<file path="src/qns_map.vh">
// Register map, field positions and reset values for the CD quadrature
// correction and AB fine mixer shadow bank.
// Assumes an AHB-Lite slave with 32-bit words, index times four is the byte address.
// Function
// - CD phase correction: 12-bit two's complement in bits 11:0, resets to zero.
// - Active CD correction times D sample is added into C sample.
// - CD correction write with quadrature sync enabled loads all three CD registers.
// - Companion CD writes only update shadows until the auto-sync or a sync command.
// - AB offset adds to accumulator upper 16 bits to address sine tables.
// - AB offset write with mixer sync enabled loads offset and frequency word.
// - Frequency word writes leave active mixer settings unchanged until sync.
// - Frequency word is 32-bit two's complement from two 16-bit registers.
`ifndef QNS_MAP_VH
`define QNS_MAP_VH

// Register indices, byte address is four times the index
`define QNS_IDX_CD_GAIN_A 6'h0e
`define QNS_IDX_CD_GAIN_B 6'h0f
`define QNS_IDX_CD_PHASE 6'h11
`define QNS_IDX_AB_OFFSET 6'h12
`define QNS_IDX_AB_FREQ_LO 6'h14
`define QNS_IDX_AB_FREQ_HI 6'h15
`define QNS_IDX_QUAD_SYNC_EN 6'h1e
`define QNS_IDX_MIX_SYNC_EN 6'h1f
`define QNS_IDX_SYNC_CMD 6'h20
`define QNS_IDX_SYNC_STATUS 6'h21

// Byte address field of haddr that selects a word
`define QNS_ADDR_HI 7
`define QNS_ADDR_LO 2

// Field widths and positions
`define QNS_REG_W 16
`define QNS_PHASE_W 12
`define QNS_PHASE_FRAC 12
`define QNS_QUAD_BIT 0
`define QNS_MIX_BIT 1
`define QNS_SYNC_EN_BIT 0

// Reset values
`define QNS_RST_GAIN_A 16'h0000
`define QNS_RST_GAIN_B 16'h0400
`define QNS_RST_PHASE 12'h000
`define QNS_RST_ZERO16 16'h0000
`define QNS_RST_EN 1'h0
`define QNS_RST_IDX 6'h00
`define QNS_RST_ACC 32'h00000000

// NCO accumulator bits that form the table address
`define QNS_NCO_TOP_HI 31
`define QNS_NCO_TOP_LO 16

`endif

</file>
<file path="src/qns_sync_reg.v">
// One shadowed setting: software writes the shadow, a load copies it into
// the active copy that the datapath uses.
// Assumes one clock and an asynchronous active-low reset.
`default_nettype none
module qns_sync_reg #(
    parameter WIDTH = 16,
    parameter [WIDTH-1:0] RESET = {WIDTH{1'b0}}
) (
    input wire hclk,
    input wire hresetn,
    input wire wr_en,
    input wire [WIDTH-1:0] wr_data,
    input wire load,
    output reg [WIDTH-1:0] shadow,
    output reg [WIDTH-1:0] active
);
    // A load in the same cycle as a write takes the written value, so a
    // trigger write carries its own new value across
    always @(posedge hclk or negedge hresetn) begin
        if (!hresetn) begin
            shadow <= RESET;
            active <= RESET;
        end else begin
            if (wr_en)
                shadow <= wr_data;
            if (load)
                active <= wr_en ? wr_data : shadow;
        end
    end
endmodule // qns_sync_reg
`default_nettype wire

</file>
<file path="src/qns_top.v">
// AHB-Lite register bank with shadowed CD quadrature correction and AB
// fine mixer settings, plus the CD phase correction and AB phase address path.
// Assumes a single-slave bus, hclk samples everything, samples arrive with a valid strobe.
//
// Local design decision: the AHB-Lite slave port.
`default_nettype none
`include "qns_map.vh"
module qns_top #(
    parameter SAMPLE_W = 16
) (
    input wire hclk,
    input wire hresetn,
    input wire hsel,
    input wire [31:0] haddr,
    input wire [1:0] htrans,
    input wire hwrite,
    input wire [2:0] hsize,
    input wire hready,
    input wire [31:0] hwdata,
    output wire [31:0] hrdata,
    output wire hreadyout,
    output wire hresp,
    input wire sample_valid,
    input wire [SAMPLE_W-1:0] c_sample,
    input wire [SAMPLE_W-1:0] d_sample,
    output reg [SAMPLE_W-1:0] c_corrected,
    output reg [SAMPLE_W-1:0] d_delayed,
    output reg [15:0] ab_lut_addr,
    output wire [15:0] cd_gain_offset_a_active,
    output wire [15:0] cd_gain_offset_b_active
);
    // Zero wait states and never an error
    assign hreadyout = 1'b1;
    assign hresp = 1'b0;

    reg dp_write;
    reg dp_read;
    reg [5:0] dp_index;
    reg quad_sync_en;
    reg mix_sync_en;
    reg [31:0] rd_mux;

    wire addr_take;
    wire [15:0] wdata16;
    wire wr_gain_a;
    wire wr_gain_b;
    wire wr_phase;
    wire wr_offset;
    wire wr_freq_lo;
    wire wr_freq_hi;
    wire wr_cmd;
    wire cd_load;
    wire ab_load;
    wire [15:0] gain_a_sh;
    wire [15:0] gain_b_sh;
    wire [11:0] phase_sh;
    wire [11:0] phase_act;
    wire [15:0] offset_sh;
    wire [15:0] offset_act;
    wire [15:0] freq_lo_sh;
    wire [15:0] freq_lo_act;
    wire [15:0] freq_hi_sh;
    wire [15:0] freq_hi_act;

    // Address phase is taken only for an active transfer while the bus is ready
    assign addr_take = hsel & hready & htrans[1];

    always @(posedge hclk or negedge hresetn) begin
        if (!hresetn) begin
            dp_write <= 1'b0;
            dp_read <= 1'b0;
            dp_index <= `QNS_RST_IDX;
        end else if (hready) begin
            dp_write <= addr_take & hwrite;
            dp_read <= addr_take & ~hwrite;
            dp_index <= haddr[`QNS_ADDR_HI:`QNS_ADDR_LO];
        end
    end

    // Data-phase write strobes; hwdata is only valid in the data phase
    assign wdata16 = hwdata[`QNS_REG_W-1:0];
    assign wr_gain_a = dp_write & (dp_index == `QNS_IDX_CD_GAIN_A);
    assign wr_gain_b = dp_write & (dp_index == `QNS_IDX_CD_GAIN_B);
    assign wr_phase = dp_write & (dp_index == `QNS_IDX_CD_PHASE);
    assign wr_offset = dp_write & (dp_index == `QNS_IDX_AB_OFFSET);
    assign wr_freq_lo = dp_write & (dp_index == `QNS_IDX_AB_FREQ_LO);
    assign wr_freq_hi = dp_write & (dp_index == `QNS_IDX_AB_FREQ_HI);
    assign wr_cmd = dp_write & (dp_index == `QNS_IDX_SYNC_CMD);

    // Sync enables are plain stored bits
    always @(posedge hclk or negedge hresetn) begin
        if (!hresetn) begin
            quad_sync_en <= `QNS_RST_EN;
            mix_sync_en <= `QNS_RST_EN;
        end else begin
            if (dp_write & (dp_index == `QNS_IDX_QUAD_SYNC_EN))
                quad_sync_en <= hwdata[`QNS_SYNC_EN_BIT];
            if (dp_write & (dp_index == `QNS_IDX_MIX_SYNC_EN))
                mix_sync_en <= hwdata[`QNS_SYNC_EN_BIT];
        end
    end

    // Auto-sync on the trigger register, or a software sync command otherwise
    assign cd_load = (wr_phase & quad_sync_en)
        | (wr_cmd & hwdata[`QNS_QUAD_BIT]);
    assign ab_load = (wr_offset & mix_sync_en)
        | (wr_cmd & hwdata[`QNS_MIX_BIT]);

    // CD quadrature group: companions never load on their own writes
    qns_sync_reg #(.WIDTH(`QNS_REG_W), .RESET(`QNS_RST_GAIN_A)) u_gain_a (
        .hclk(hclk),
        .hresetn(hresetn),
        .wr_en(wr_gain_a),
        .wr_data(wdata16),
        .load(cd_load),
        .shadow(gain_a_sh),
        .active(cd_gain_offset_a_active)
    );
    qns_sync_reg #(.WIDTH(`QNS_REG_W), .RESET(`QNS_RST_GAIN_B)) u_gain_b (
        .hclk(hclk),
        .hresetn(hresetn),
        .wr_en(wr_gain_b),
        .wr_data(wdata16),
        .load(cd_load),
        .shadow(gain_b_sh),
        .active(cd_gain_offset_b_active)
    );
    // Only the low twelve bits are stored; the reserved top bits read zero
    qns_sync_reg #(.WIDTH(`QNS_PHASE_W), .RESET(`QNS_RST_PHASE)) u_phase (
        .hclk(hclk),
        .hresetn(hresetn),
        .wr_en(wr_phase),
        .wr_data(hwdata[`QNS_PHASE_W-1:0]),
        .load(cd_load),
        .shadow(phase_sh),
        .active(phase_act)
    );

    // AB fine mixer group
    qns_sync_reg #(.WIDTH(`QNS_REG_W), .RESET(`QNS_RST_ZERO16)) u_offset (
        .hclk(hclk),
        .hresetn(hresetn),
        .wr_en(wr_offset),
        .wr_data(wdata16),
        .load(ab_load),
        .shadow(offset_sh),
        .active(offset_act)
    );
    qns_sync_reg #(.WIDTH(`QNS_REG_W), .RESET(`QNS_RST_ZERO16)) u_freq_lo (
        .hclk(hclk),
        .hresetn(hresetn),
        .wr_en(wr_freq_lo),
        .wr_data(wdata16),
        .load(ab_load),
        .shadow(freq_lo_sh),
        .active(freq_lo_act)
    );
    qns_sync_reg #(.WIDTH(`QNS_REG_W), .RESET(`QNS_RST_ZERO16)) u_freq_hi (
        .hclk(hclk),
        .hresetn(hresetn),
        .wr_en(wr_freq_hi),
        .wr_data(wdata16),
        .load(ab_load),
        .shadow(freq_hi_sh),
        .active(freq_hi_act)
    );

    // Pending flags show shadows that differ from what the datapath uses
    wire cd_pending;
    wire ab_pending;
    assign cd_pending = (gain_a_sh != cd_gain_offset_a_active)
        | (gain_b_sh != cd_gain_offset_b_active) | (phase_sh != phase_act);
    assign ab_pending = (offset_sh != offset_act) | (freq_lo_sh != freq_lo_act)
        | (freq_hi_sh != freq_hi_act);

    // Read mux over stored flops; unmapped words and reserved bits read zero
    always @* begin
        rd_mux = 32'h00000000;
        case (dp_index)
            `QNS_IDX_CD_GAIN_A: rd_mux[`QNS_REG_W-1:0] = gain_a_sh;
            `QNS_IDX_CD_GAIN_B: rd_mux[`QNS_REG_W-1:0] = gain_b_sh;
            `QNS_IDX_CD_PHASE: rd_mux[`QNS_PHASE_W-1:0] = phase_sh;
            `QNS_IDX_AB_OFFSET: rd_mux[`QNS_REG_W-1:0] = offset_sh;
            `QNS_IDX_AB_FREQ_LO: rd_mux[`QNS_REG_W-1:0] = freq_lo_sh;
            `QNS_IDX_AB_FREQ_HI: rd_mux[`QNS_REG_W-1:0] = freq_hi_sh;
            `QNS_IDX_QUAD_SYNC_EN: rd_mux[`QNS_SYNC_EN_BIT] = quad_sync_en;
            `QNS_IDX_MIX_SYNC_EN: rd_mux[`QNS_SYNC_EN_BIT] = mix_sync_en;
            `QNS_IDX_SYNC_STATUS: begin
                rd_mux[`QNS_QUAD_BIT] = cd_pending;
                rd_mux[`QNS_MIX_BIT] = ab_pending;
            end
            default: rd_mux = 32'h00000000;
        endcase
    end
    assign hrdata = dp_read ? rd_mux : 32'h00000000;

    // CD phase correction: product of 12-bit fraction and D, scaled back to sample width
    wire signed [SAMPLE_W+`QNS_PHASE_W-1:0] cd_product;
    wire signed [SAMPLE_W-1:0] cd_term;
    wire signed [SAMPLE_W:0] cd_sum;
    wire signed [SAMPLE_W-1:0] sat_max;
    wire signed [SAMPLE_W-1:0] sat_min;
    assign cd_product = $signed(phase_act) * $signed(d_sample);
    assign cd_term = cd_product[`QNS_PHASE_FRAC+SAMPLE_W-1:`QNS_PHASE_FRAC];
    assign cd_sum = {c_sample[SAMPLE_W-1], c_sample} + {cd_term[SAMPLE_W-1], cd_term};
    assign sat_max = {1'b0, {(SAMPLE_W-1){1'b1}}};
    assign sat_min = {1'b1, {(SAMPLE_W-1){1'b0}}};

    // Saturate rather than wrap: a wrap would flip the sign of a full-scale sample
    always @(posedge hclk or negedge hresetn) begin
        if (!hresetn) begin
            c_corrected <= {SAMPLE_W{1'b0}};
            d_delayed <= {SAMPLE_W{1'b0}};
        end else if (sample_valid) begin
            d_delayed <= d_sample;
            if (cd_sum[SAMPLE_W] != cd_sum[SAMPLE_W-1])
                c_corrected <= cd_sum[SAMPLE_W] ? sat_min : sat_max;
            else
                c_corrected <= cd_sum[SAMPLE_W-1:0];
        end
    end

    // AB NCO: 32-bit accumulator stepped by the active frequency word per sample
    reg [31:0] nco_acc;
    wire [31:0] freq_word;
    wire [15:0] next_lut_addr;
    assign freq_word = {freq_hi_act, freq_lo_act};
    assign next_lut_addr = nco_acc[`QNS_NCO_TOP_HI:`QNS_NCO_TOP_LO] + offset_act;

    always @(posedge hclk or negedge hresetn) begin
        if (!hresetn) begin
            nco_acc <= `QNS_RST_ACC;
            ab_lut_addr <= `QNS_RST_ZERO16;
        end else if (sample_valid) begin
            nco_acc <= nco_acc + freq_word;
            ab_lut_addr <= next_lut_addr;
        end
    end
endmodule // qns_top
`default_nettype wire

</file>
<file path="config.mk">
export PLATFORM = sky130hd
export DESIGN_NAME = qns_top
export DESIGN_NICKNAME = d
export VERILOG_FILES = /design/src/qns_sync_reg.v /design/src/qns_top.v
export VERILOG_INCLUDE_DIRS = /design/src
export SDC_FILE = /design/constraint.sdc
export NUM_CORES = 1
export LEC_CHECK = 0
export BUFFER_PORTS_ARGS = -buffer_cell sky130_fd_sc_hd__buf_2
export CELL_PAD_IN_SITES_DETAIL_PLACEMENT = 0
export CELL_PAD_IN_SITES_GLOBAL_PLACEMENT = 2
export CORE_MARGIN = 10
export CORE_UTILIZATION = 43
export DETAILED_ROUTE_END_ITERATION = 16
export PLACE_DENSITY = 0.95
export SETUP_SLACK_MARGIN = 0.2
export SKIP_CTS_REPAIR_TIMING = 1
export SYNTH_ARGS = -nofsm -noshare
export SYNTH_HDL_FRONTEND = slang
export SYNTH_HIERARCHICAL = 1
export SYNTH_SLANG_ARGS = --single-unit
</file>
<file path="constraint.sdc">
create_clock -name hclk -period 21.9 [get_ports hclk]
set_input_delay 3.285 -clock hclk [delete_from_list [all_inputs] [get_ports hclk]]
set_output_delay 3.285 -clock hclk [all_outputs]
set_load 0.01 [all_outputs]
</file>
# After elaboration in Yosys (flattened, before gate mapping)
# Cells that the tools add are included.
[totals] output_inout_bits=114 memories=0 ram_bits=0 latch_bits=0 word_cells=79 register_bits=274 rom_bits=0
[op_classes] bitwise=24 n_reduce_logical=0 multipliers=1 n_addsub=3 div_mod_pow=0 mux=13 shifts=0 n_lt_le_gt_ge=0 n_eq_ne=17
[ops] op="two-way mux 16 bit" n=8
[ops] op="!= test 16 bit" n=5
[ops] op="one-hot mux 10 bit (6 select lines)" n=1
[ops] op="equality test 6 x 5 -> 1 bit (second input constant)" n=6
[ops] op="adder 32 bit" n=1
[ops] op="multiplier 12 x 16 -> 28 bit" n=1
[ops] op="one-hot mux 4 bit (5 select lines)" n=1
[ops] op="adder 16 x 16 -> 17 bit" n=1
[ops] op="bitwise AND 1 bit" n=17
[ops] op="adder 16 bit" n=1
[ops] op="equality test 6 x 4 -> 1 bit (second input constant)" n=2
[ops] op="equality test 6 bit (second input constant)" n=2
[ops] op="two-way mux 12 bit" n=1
[ops] op="!= test 12 bit" n=1
[ops] op="one-hot mux 1 bit (9 select lines)" n=1
[ops] op="one-hot mux 1 bit (7 select lines)" n=1
[ops] op="OR 1 bit" n=6
[ops] op="!= test 1 bit" n=1
[ops] op="NOT 1 bit" n=1

# Longest topological paths before layout
# Gate-level depths: netlist (run 1).
[depth] depth_word=5 depth_mapped=34 mapped_depth_nobuf=31

# Modules after synthesis
# The synthesis (run 1) kept the hierarchy.
[modules_own_cells] mod="qns_top" cells_each=1664 instances=1 seq_area_each_um2=2252.2 area_per_inst_um2=14760.4
[modules_own_cells] mod="qns_sync_reg at u_freq_hi ..." cells_each=68 instances=4 seq_area_each_um2=800.8 area_per_inst_um2=1280.0
[modules_own_cells] mod="qns_sync_reg at u_gain_b" cells_each=68 instances=1 seq_area_each_um2=803.3 area_per_inst_um2=1282.5
[modules_own_cells] mod="qns_sync_reg at u_phase" cells_each=50 instances=1 seq_area_each_um2=600.6 area_per_inst_um2=928.4

# Worst setup path before layout (run 1)
# Ideal clock, no wire load.
[synth_path] kind="input port to flip-flop" from="in d_sample[5]" to="reg c_corrected[10]" cell_stages=28 arrival_time_ps=9880 setup_slack_ps=11894 t_required_ps=21774 path_cell_list="clkbuf_1 -> nand2_1 -> fa_1 -> fa_1 -> fa_1 -> inv_1 -> fa_1 -> inv_1 -> fa_1 -> inv_1 -> ha_1 -> o2111ai_1 -> o221ai_1 -> a21o_1 -> and2_1 -> o31a_1 -> o22ai_1 -> xnor2_1 -> ha_1 -> or2_2 -> a21oi_1 -> nor4_1 -> o41ai_2 -> a31oi_2 -> mux2i_2 -> nor2_1 -> buf_2 -> a21oi_1"
[synth_between] elab_chain_cells=4 word_cells_on_any_way=5 cone_classes="add/sub: 1; mul: 1; eq/ne: 1; mux: 2"
[synth_rtl] element="start, declared" line_no="qns_top.v:25" source="input wire [SAMPLE_W-1:0] d_sample,"
[synth_rtl] element="multiplier 12 x 16 -> 28 bit *" line_no="qns_top.v:203" source="assign cd_product = $signed(phase_act) * $signed(d_sample);"
[synth_rtl] element="adder 16 x 16 -> 17 bit *" line_no="qns_top.v:205" source="assign cd_sum = {c_sample[SAMPLE_W-1], c_sample} + {cd_term[SAMPLE_W-1], cd_term};"
[synth_rtl] element="two-way mux 16 bit or != test 1 bit (tied branches)" line_no="qns_top.v:217, qns_top.v:216"
[synth_rtl] element="two-way mux 16 bit *" line_no="qns_top.v:216" source="if (cd_sum[SAMPLE_W] != cd_sum[SAMPLE_W-1])"
[synth_rtl] element="end signal, assigned" line_no="qns_top.v:212" source="c_corrected <= {SAMPLE_W{1'b0}};"
[synth_rtl] element="end signal, assigned" line_no="qns_top.v:217" source="c_corrected <= cd_sum[SAMPLE_W] ? sat_min : sat_max;"
[synth_rtl] element="end signal, assigned" line_no="qns_top.v:219" source="c_corrected <= cd_sum[SAMPLE_W-1:0];"
[synth_rtl] element="end, declared" line_no="qns_top.v:26" source="output reg [SAMPLE_W-1:0] c_corrected,"
# Mark *: on every way between the ends. The rest lies on a longest branch, timed or not.
# A chain may end at the register's enable or synchronous reset.

# Worst setup path in the final report (run 1)
[layout_path] from="in d_sample[5]" to="reg c_corrected[5]"
# Same word-level chain as after synthesis.

==> results of run 1 <==
==> synth_stat cells (7+ instances only) <==
cell type | number | area, µm²
o21a_1 | 10 | 75.1
a21o_1 | 29 | 218
dfrtp_1 | 272 | 6810
nand4_1 | 20 | 125
mux2_4 | 111 | 1670
a21oi_1 | 97 | 485
nand3_1 | 19 | 95.1
nand2_1 | 172 | 646
xor2_1 | 68 | 596
nor4_1 | 18 | 113
o21ai_0 | 38 | 190
nand2b_1 | 15 | 93.8
xnor2_1 | 100 | 876
mux2i_1 | 14 | 140
clkbuf_1 | 59 | 221
a221oi_1 | 7 | 61.3
buf_2 | 7 | 35.0
nor2_1 | 94 | 353
a31oi_1 | 12 | 75.1
fa_1 | 179 | 3580
nor2b_1 | 7 | 43.8
buf_4 | 24 | 180
a222oi_1 | 7 | 70.1
inv_1 | 238 | 893
and2_1 | 58 | 363
ha_1 | 121 | 1510
a22oi_1 | 10 | 75.1
mux2_2 | 134 | 1510
nor3_1 | 15 | 75.1
==> cells in the final DEF (no fill, tap or decap), types with 58 or more instances in the layout <==
cell,instances
mux2_2,134
inv_1,238
mux2_4,111
and2_1,58
nand2_1,172
a21oi_1,97
ha_1,121
xnor2_1,100
fa_1,179
buf_2,154
dfrtp_1,272
nor2_1,89
xor2_1,68
==> sequential cells by signal, indices dropped and copies added, names as in the netlist <==
name              cells
nco_acc              32
ab_lut_addr          16
c_corrected          16
d_delayed            16
u_freq_hi/active     16
u_freq_hi/shadow     16
u_freq_lo/active     16
u_freq_lo/shadow     16
u_gain_a/active      16
u_gain_a/shadow      16
u_gain_b/active      16
u_gain_b/shadow      16
u_offset/active      16
u_offset/shadow      16
u_phase/active       12
u_phase/shadow       12
dp_index              6
dp_read               1
dp_write              1
mix_sync_en           1
quad_sync_en          1
==> logic make-up after synthesis <==
| logic type | synth area share [%] |
|---|---|
| simple gates | 9.37 |
| buf+inv | 6.86 |
| fa+ha+maj | 23.1 |
| flops | 31.0 |
| compound gates | 7.81 |
| mux | 15.1 |
| xor+xnor | 6.66 |
| other cells | 0.0340 |
==> metrics by stage <==
stage	area (µm²)	power, mW	worst slack, ns
6_report	24400	1.32	11.31
5_1_grt	24400	1.37	10.83
4_1_cts	24400	1.33	11.36
3_5_place_dp	23300	0.763	10.73
3_3_place_gp	23300	0.757	10.77
2_1_floorplan	22200	0.690	11.89
==> area by class of cell <==
type                    count  area, µm²  share of cell area [%]
clock buffers              43        881                    3.60
clock inverters            14        215                   0.880
flip-flops and latches    274       6860                    28.1
multi-input cells        1452      13800                    56.6
well taps                 680        851                    3.48
repair buffers            170        911                    3.73
inverters                 239        897                    3.67
diodes                      1       2.50                  0.0102
==> worst max path at each step <==
stage	depth (start not counted)	end	startpoint	slack, ns
after floorplan	28	c_corrected[10]	d_sample[5]	11.89
after global placement	27	c_corrected[10]	d_sample[5]	10.77
after detailed placement	27	c_corrected[6]	d_sample[5]	10.73
after CTS	27	c_corrected[8]	d_sample[5]	11.36
after global routing	27	c_corrected[8]	d_sample[5]	10.83
final	27	c_corrected[5]	d_sample[5]	11.31
==> where the power goes <==
group / switching [mW] / total, mW / internal, mW
Clock: 0.221 / 0.560 / 0.339
Combinational: 0.106 / 0.187 / 0.0808
Sequential: 0.0306 / 0.568 / 0.537
Total: 0.358 / 1.32 / 0.957
==> routing by layer <==
metal,vias to the layer above,track usage (%)
met5,-,0
met4,2,4.38
li1,7033,-
met2,385,32.0
met3,74,3.25
met1,7834,25.8
==> metrics.cfg, run 1 <==
[placement]
gp_congestion = 0.881
portBuffers = 156
dp_cells = 2815
dp_hpwl_mm = 44.6

[drt]
routed-wl-met2_mm = 27.6
route.met3.wl_mm = 3.55
dr.first_iter.drc_count = 1065
first_pass_iters = 5
totalWireLength_mm = 58.2
num_vias = 15328
routedWlPerCell_um = 20.3
wl_met1_mm = 25.7
maxUsedRoutingLayer = met5
drc = 0
postRouteAntennaNets = 0
routed_via_density = 5.34

[worst_setup_path]
critPathSlowestCell = nor2_1
crit_top_cell = fa_1
startpoint_type = input pin
rrSetupSlack_ns = 13.34
r2r-end = c_corrected[5]
r2r-start = u_phase/active[2]
criticalPathCategory = input pin to flop
slowest_delay_ns = 0.64
crit_fanout = 13
cpLargestDelayFamily = adder cells
endpoint_kind = flop
r2r_cells = 28
cp_num_buf_inv = 4
worstPathArrival_ns = 11.02
required_ns = 22.33

[cts]
cts.reportedPaths.clkPinSlew_ns = 0.06
cts_buffers = 31
h-tree-depth = 1
cts_tree = done
clkSinkCount = 274
clk_latency_ns = 0.60
root_buffer = clkbuf_16
clk_path_buf_depth = 3

[synth]
synth.cell_area_um2 = 22100
synthCells = 2054
synthFlopType = dfrtp_1
ys_types = 72
synth-seq-cells = 274
synthArstFlopShare_pct = 100
synth-edff-count = 0
ys_seq_area_share_pct = 31.0
yosys_warnings = 6
avgSynthCellArea_um2 = 10.8

[min_path]
hold_depth = 1
whs_endpoint = nco_acc[31]
min_from = nco_acc[31]
min_path_type = flop to flop

[sta]
tightest_slew_ns = 0.960
setup_viol = 0
slew-limit-headroom_pct = 36.0
setup-tns-final_ns = 0
hold_viol = 0
fmaxAchievable_ghz = 0.0944
whs_ns = 0.486
clock_skew_ns = 0.0167
rsz0062_at_grt = no
finalCritPeriodShare_pct = 48.4
maxSlewViolCount = 0
min_period_ns = 10.59

[cells_and_area]
finalNonFillerCells = 2873
nets = 2575
area_delta_synth_final_pct = 10.7
drive_gt1_share_pct = 22.4
nFillCells = 4723
final_core_util_pct = 47.8

[global_route]
grt_max_degree = 162
antenna_found_initial = 3
grt_remaining_overflow = 0
grtUsageTotal_pct = 19.2
grt_pass1_wl_mm = 92.6
grt_pass1_vias = 16411

[run_status]
status = finished clean

[floorplan]
rows = 83
die_w_um = 247
ios = 221
floorplan.initialDensity_pct = 43.2
core_um2 = 51100
die_area_um2 = 60800
dieHeight_um = 247

[power_and_ir_drop]
static-leakage-power_nw = 12.5
peakVddDrop_mv = 0.0655
powerDensity_nw_per_um2 = 53.8

[run]
maxCapViolCount = 0

Power figures use the tool's default switching activity.
==> inputs of run 2 (changes only) <==
--- a/config.mk
+++ b/config.mk
@@ -10,9 +10,9 @@
 export CELL_PAD_IN_SITES_DETAIL_PLACEMENT = 0
 export CELL_PAD_IN_SITES_GLOBAL_PLACEMENT = 2
 export CORE_MARGIN = 10
-export CORE_UTILIZATION = 43
+export CORE_UTILIZATION = 40
 export DETAILED_ROUTE_END_ITERATION = 16
-export PLACE_DENSITY = 0.95
+export PLACE_DENSITY = 0.93
 export SETUP_SLACK_MARGIN = 0.2
 export SKIP_CTS_REPAIR_TIMING = 1
 export SYNTH_ARGS = -nofsm -noshare
==> constraint.sdc (replaced) <==
create_clock -name hclk -period 10.8 [get_ports hclk]
set_input_delay 1.62 -clock hclk [delete_from_list [all_inputs] [get_ports hclk]]
set_output_delay 1.62 -clock hclk [all_outputs]
set_load 0.01 [all_outputs]
==> run 2 against run 1 <==
Effect of this change: die area grew 6.9%; critical path depth grew 2; highest routed layer unchanged; critical endpoint unchanged; final cell count up 0.94%; clock skew rose by 0.0069 ns; via count up 1.4%; clock-buffer cell count rose by 4.
==> metrics.cfg, run 2 (same netlist as run 1, synthesis figures left out) <==
[run_status]
status = finished clean

[worst_setup_path]
r2r-start = u_phase/active[2]
worstPathArrival_ns = 9.28  ; -1.74 ns
crit_fanout = 13  ; unchanged
startpoint_type = input pin
required_ns = 11.18  ; -11.15 ns
slowest_delay_ns = 0.65  ; about the same
criticalPathCategory = input pin to flop
critPathSlowestCell = nor2_1
endpoint_kind = flop
cp-startpoint = d_sample[7]

[cells_and_area]
drive_gt1_share_pct = 22.5  ; +0.14 points
most-common-layout-cells = 272 x dfrtp_1, 238 x inv_1, 179 x fa_1
diodes = 0  ; -1
regMostFlops = nco_acc
nets = 2579  ; +0.16%
area_delta_synth_final_pct = 11.1
largest_reg_flops = 32  ; unchanged
nFillCells = 5096  ; +7.9%
layout_commonest_cell = dfrtp_1

[placement]
dp_hpwl_mm = 46.2  ; +3.6%
portBuffers = 156  ; unchanged
gp_congestion = 0.866  ; -1.7%

[sta]
hold_viol = 0  ; unchanged
setup-tns-final_ns = 0  ; unchanged
fmaxAchievable_ghz = 0.112
tightest_slew_ns = 1.03  ; +0.0729 ns
rsz0062_at_grt = no
finalCritPeriodShare_pct = 82.4
whs_ns = 0.487  ; +0.000499 ns
clock_skew_ns = 0.0237  ; +0.00694 ns
maxSlewViolCount = 0  ; unchanged
setup_viol = 0  ; unchanged
slew-limit-headroom_pct = 31.1  ; -4.9 points
min_period_ns = 8.90

[power_and_ir_drop]
peakVddDrop_mv = 0.0900  ; +37%
static-leakage-power_nw = 12.6  ; +0.34%
powerDensity_nw_per_um2 = 111  ; +110%

[global_route]
grtUsageTotal_pct = 18.7  ; -0.49 points
grt_remaining_overflow = 0  ; unchanged
grt_max_degree = 119  ; -27%
antenna_found_initial = 4  ; +1
grt_pass1_wl_mm = 94.9  ; +2.5%
grt_pass1_vias = 16597  ; +1.1%

[floorplan]
floorplan.initialDensity_pct = 40.3  ; -3.0 points
die_w_um = 255  ; +3.4%
dieHeight_um = 255  ; +3.4%
ios = 221  ; unchanged
core_um2 = 54900  ; +7.4%
die_area_um2 = 65000  ; +6.9%
rows = 86  ; +3.6%

[cts]
root_buffer = clkbuf_16
cts_buffers = 34  ; +9.7%
clk_path_buf_depth = 3  ; unchanged
h-tree-depth = 2  ; +1
cts.reportedPaths.clkPinSlew_ns = 0.06  ; about the same
clk_latency_ns = 0.57  ; -0.03 ns
clkSinkCount = 274  ; unchanged
cts_tree = done

[drt]
routedWlPerCell_um = 20.7  ; +2.1%
num_vias = 15541  ; +1.4%
routed_via_density = 5.36  ; +0.45%
first_pass_iters = 7  ; +2
drc = 0  ; unchanged
totalWireLength_mm = 60.0  ; +3.1%
postRouteAntennaNets = 0  ; unchanged
dr.first_iter.drc_count = 1028  ; -3.5%

[min_path]
min_path_type = flop to flop
min_from = ab_lut_addr[5]

[run]
maxCapViolCount = 0  ; unchanged

## run 2: changes by cell type in the layout (fill, tap and decap cells not counted), sizes merged
cell | previous run | this run
clkbuf | 43 | 47
clkinvlp | 2 | 0
bufinv | 5 | 3
buf | 170 | 171
clkinv | 7 | 8
inv | 239 | 241
diode | 1 | 0
## run 2: per-stage QoR
stage                     total power, mW  utilization (%)  setup slack [ns]  std cells  instance area, µm²
after global placement               1.54             42.6              1.40       2840               23400
after CTS                            2.76             44.7              1.91       2900               24500
after floorplan                      1.40                -              2.46       2070               22200
after detailed placement             1.55             42.6              1.35       2840               23400
after global routing                 2.84             44.7              1.41       2900               24500
final                                2.73             44.7              1.90       2900               24500
## run 2: final cells by class
cell class	instances	area [µm²]	area share [%]
inverter	239	897	3.66
multi-input combinational	1452	13800	56.4
timing repair buffer	171	906	3.69
clock inverter	13	188	0.765
tap	704	881	3.59
sequential	274	6860	28.0
clock buffer	47	980	3.99
## run 2: path summary, 6_finish.rpt
check	slack, ns	to	cells past startpoint
setup / recovery	1.90	c_corrected[5]	29
hold / removal	0.49	ab_lut_addr[5]	2
setup reg to reg	2.27	c_corrected[5]	28
hold reg to reg	0.49	ab_lut_addr[5]	2
max in group asynchronous	8.01	u_gain_a/active[1]	2
min in group asynchronous	1.15	d_delayed[15]	1
## run 2: critical path: cells and delay by family
| kind | cells | cell delay (ns) |
|---|---|---|
| AO/OA/AOI/OAI | 10 | 2.47 |
| multiplexers | 1 | 0.22 |
| adder cells (fa/ha/maj) | 7 | 2.78 |
| buffers and inverters | 5 | 0.47 |
| AND/OR/NAND/NOR | 5 | 1.52 |
| XOR/XNOR | 1 | 0.19 |
## run 2: power by group
group	internal [mW]	switching (mW)	total, mW	leakage (nW)
Sequential	1.09	0.0633	1.15	3.68
Clock	0.714	0.481	1.20	0.579
Combinational	0.163	0.215	0.378	8.33
Total	1.97	0.760	2.73	12.6
## run 2: layer usage
metal,wire (µm),global-route usage (%)
met1,26600,25.1
met2,28300,30.4
met3,3590,3.42
met4,1540,5.58
met5,48,0
==> inputs of run 3 (changes only) <==
--- a/config.mk
+++ b/config.mk
@@ -6,13 +6,14 @@
 export SDC_FILE = /design/constraint.sdc
 export NUM_CORES = 1
 export LEC_CHECK = 0
+export ABC_AREA = 1
 export BUFFER_PORTS_ARGS = -buffer_cell sky130_fd_sc_hd__buf_2
 export CELL_PAD_IN_SITES_DETAIL_PLACEMENT = 0
 export CELL_PAD_IN_SITES_GLOBAL_PLACEMENT = 2
 export CORE_MARGIN = 10
-export CORE_UTILIZATION = 40
+export CORE_UTILIZATION = 32
 export DETAILED_ROUTE_END_ITERATION = 16
-export PLACE_DENSITY = 0.93
+export PLACE_DENSITY = 0.89
 export SETUP_SLACK_MARGIN = 0.2
 export SKIP_CTS_REPAIR_TIMING = 1
 export SYNTH_ARGS = -nofsm -noshare
==> constraint.sdc (replaced) <==
create_clock -name hclk -period 7.6 [get_ports hclk]
set_input_delay 1.14 -clock hclk [delete_from_list [all_inputs] [get_ports hclk]]
set_output_delay 1.14 -clock hclk [all_outputs]
set_load 0.01 [all_outputs]
==> run 3 against run 2 <==
Effect of this change: sequential cell count is the same; sequential power grew 66%; synthesized cell count grew 63%; area after synthesis grew 11%; core utilization shrank 8.3 points; highest routed layer unchanged.
==> metrics.cfg, run 3 <==
[floorplan]
ios = 221  ; unchanged
die_w_um = 297  ; +17%
die_area_um2 = 88400  ; +36%
rows = 101  ; +17%
core_um2 = 76100  ; +39%
floorplan.initialDensity_pct = 32.4  ; -7.9 points
dieHeight_um = 297  ; +17%

[synth]
yosys_warnings = 6  ; unchanged
synth.cell_area_um2 = 24600  ; +11%
synth-edff-count = 0  ; unchanged
synth_top_area_share_pct = 27.6  ; -3.2 points
synth-seq-cells = 274  ; unchanged
synth_most_common_cell = nand2_1
synthFlopType = dfrtp_1
ys_seq_area_share_pct = 27.9  ; -3.2 points
ys_types = 55  ; -24%
synth_top_area_cell = dfrtp_1
synthCells = 3353  ; +63%
avgSynthCellArea_um2 = 7.34  ; -32%
synthArstFlopShare_pct = 100  ; unchanged
synthTopCellsByCount = 1102 x nand2_1, 626 x inv_1, 272 x dfrtp_1, 193 x nand3_1, 179 x fa_1
synth.area.top_cells = dfrtp_1 28%, nand2_1 17%, fa_1 15%, inv_1 9.5%, ha_1 6.1%

[sta]
setup_viol = 0  ; unchanged
hold_viol = 0  ; unchanged
clock_skew_ns = 0.0198  ; -0.00385 ns
rsz0062_at_grt = no
min_period_ns = 6.92
maxSlewViolCount = 0  ; unchanged
whs_ns = 0.466  ; -0.0212 ns
finalCritPeriodShare_pct = 91.0
fmaxAchievable_ghz = 0.145
setup-tns-final_ns = 0  ; unchanged
slew-limit-headroom_pct = 32.4  ; +1.3 points
tightest_slew_ns = 1.01  ; -0.0206 ns

[power_and_ir_drop]
power_frac_seq_pct = 34.9  ; -7.4 points
powerDensity_nw_per_um2 = 198  ; +78%
pwr-share-clk_pct = 35.1  ; -8.7 points
p_switching_mw = 2.02  ; +170%
p_total_mw = 5.48  ; +100%
peakVddDrop_mv = 0.150  ; +67%
power_frac_comb_pct = 30.1  ; +16 points
p_int_mw = 3.46  ; +76%
swShare_pct = 36.9  ; +9.0 points
static-leakage-power_nw = 15.5  ; +23%

[cells_and_area]
regMostFlops = nco_acc
drive_gt1_share_pct = 10.1  ; -12 points
multi_input_area_um2 = 14700  ; +6.2%
nFillCells = 8242  ; +62%
final_core_util_pct = 36.4  ; -8.3 points
layout_commonest_cell = nand2_1
seqCellArea_um2 = 6860  ; unchanged
most-common-layout-cells = 1102 x nand2_1, 626 x inv_1, 272 x dfrtp_1
area_delta_synth_final_pct = 12.5
largest_reg_flops = 32  ; unchanged
diodes = 0  ; unchanged
nets = 3895  ; +51%

[run_status]
status = finished clean

[min_path]
min_path_type = flop to flop

[placement]
portBuffers = 156  ; unchanged
dp_hpwl_mm = 62.8  ; +36%
gp_congestion = 0.885  ; +2.2%

[worst_setup_path]
worstPathArrival_ns = 7.37  ; -1.91 ns
slowest_delay_ns = 0.85  ; +0.20 ns
crit_fanout = 18  ; +5
startpoint_type = flop
endpoint_kind = flop
critPathSlowestCell = dfrtp_1
criticalPathCategory = flop to flop
required_ns = 8.05  ; -3.13 ns

[cts]
cts_tree = done
root_buffer = clkbuf_16
h-tree-depth = 2  ; unchanged
clk_latency_ns = 0.58  ; about the same
cts_buffers = 38  ; +12%
cts.reportedPaths.clkPinSlew_ns = 0.07  ; about the same
clkSinkCount = 274  ; unchanged
clk_path_buf_depth = 3  ; unchanged

[drt]
postRouteAntennaNets = 0  ; unchanged
routedWlPerCell_um = 17.7  ; -15%
num_vias = 21059  ; +36%
totalWireLength_mm = 80.5  ; +34%
drc = 0  ; unchanged
routed_via_density = 4.63  ; -14%
first_pass_iters = 7  ; unchanged
dr.first_iter.drc_count = 1344  ; +31%

[run]
maxCapViolCount = 0  ; unchanged

[global_route]
grt_pass1_vias = 21401  ; +29%
grt_pass1_wl_mm = 127  ; +33%
grt_max_degree = 99  ; -17%
grtUsageTotal_pct = 18.1  ; -0.58 points
grt_remaining_overflow = 0  ; unchanged
antenna_found_initial = 2  ; -2

run 3: changes by cell type after synthesis, moves of 35 or more:
cell	previous run	this run
nand2_1	172	1102
inv_1	238	626
nand3_1	19	193
mux2_2	134	0
mux2_4	111	0
nor2_1	94	140
o21ai_0	38	82
and2_1	58	94
xnor2_1	100	65
run 3: cell type report:
cell class | instances | share of cell area (%)
Clock buffer | 53 | 3.89
Tap cell | 1030 | 4.65
Sequential cell | 274 | 24.8
Clock inverter | 17 | 0.890
Inverter | 646 | 8.85
Multi-Input combinational cell | 2334 | 53.0
Timing Repair Buffer | 194 | 3.93
run 3: power groups by stage:
stage | combinational [mW] | clock, mW | sequential, mW
2_1_floorplan | 1.13 | 0 | 1.88
3_3_place_gp | 1.65 | 0 | 1.93
3_5_place_dp | 1.66 | 0 | 1.94
4_1_cts | 1.67 | 1.98 | 1.91
5_1_grt | 1.88 | 2.04 | 1.95
6_report | 1.65 | 1.92 | 1.91
run 3: kinds of logic (layout without fill, tap and decap cells):
kind of cell,Yosys count,after routing,synth area share [%]
and+or+nand+nor,1651,1651,28.5
AOI/OAI and AO/OA,252,252,6.05
xor gates and xnor gates,113,113,4.02
buffers and inverters,761,910,12.9
DFF,274,274,27.9
adders and majority gates,300,300,20.7
other,2,18,0.0305
run 3: critical path, delay by kind of cell, from the launching register on:
kind                     cells  cell delay (ns)
AO/OA/AOI/OAI                3             0.37
adder cells (fa/ha/maj)      7             3.33
flip-flops                   1             0.85
XOR/XNOR                     1             0.31
buffers and inverters        6             0.60
AND/OR/NAND/NOR             11             1.27
run 3: stage by stage:
stage	worst slack, ns	instances	cell area [µm²]
after floorplan	0.732	3369	24700
after global placement	0.188	4478	26400
after detailed placement	0.144	4478	26400
after CTS	0.696	4548	27700
after global routing	0.209	4548	27700
final	0.684	4548	27700
run 3: final timing paths:
path                              startpoint                   to  slack [ns]  depth (start not counted)
hold / removal                  d_delayed[6]         d_delayed[6]        0.47                          2
min in group asynchronous            hresetn  u_gain_b/active[14]        0.58                          1
max in group asynchronous            hresetn      ab_lut_addr[14]        5.71                          2
setup / recovery           u_phase/active[6]       c_corrected[3]        0.68                         28
hold reg to reg                 d_delayed[6]         d_delayed[6]        0.47                          2
setup reg to reg           u_phase/active[6]       c_corrected[3]        0.68                         28
run 3: per-layer routing:
layer	track usage [%]	vias to the layer above	wire length [µm]
met5	0	-	27
met4	4.88	4	2040
met3	3.07	111	4760
met2	30.0	481	37600
met1	24.2	10080	36000
li1	-	10383	-
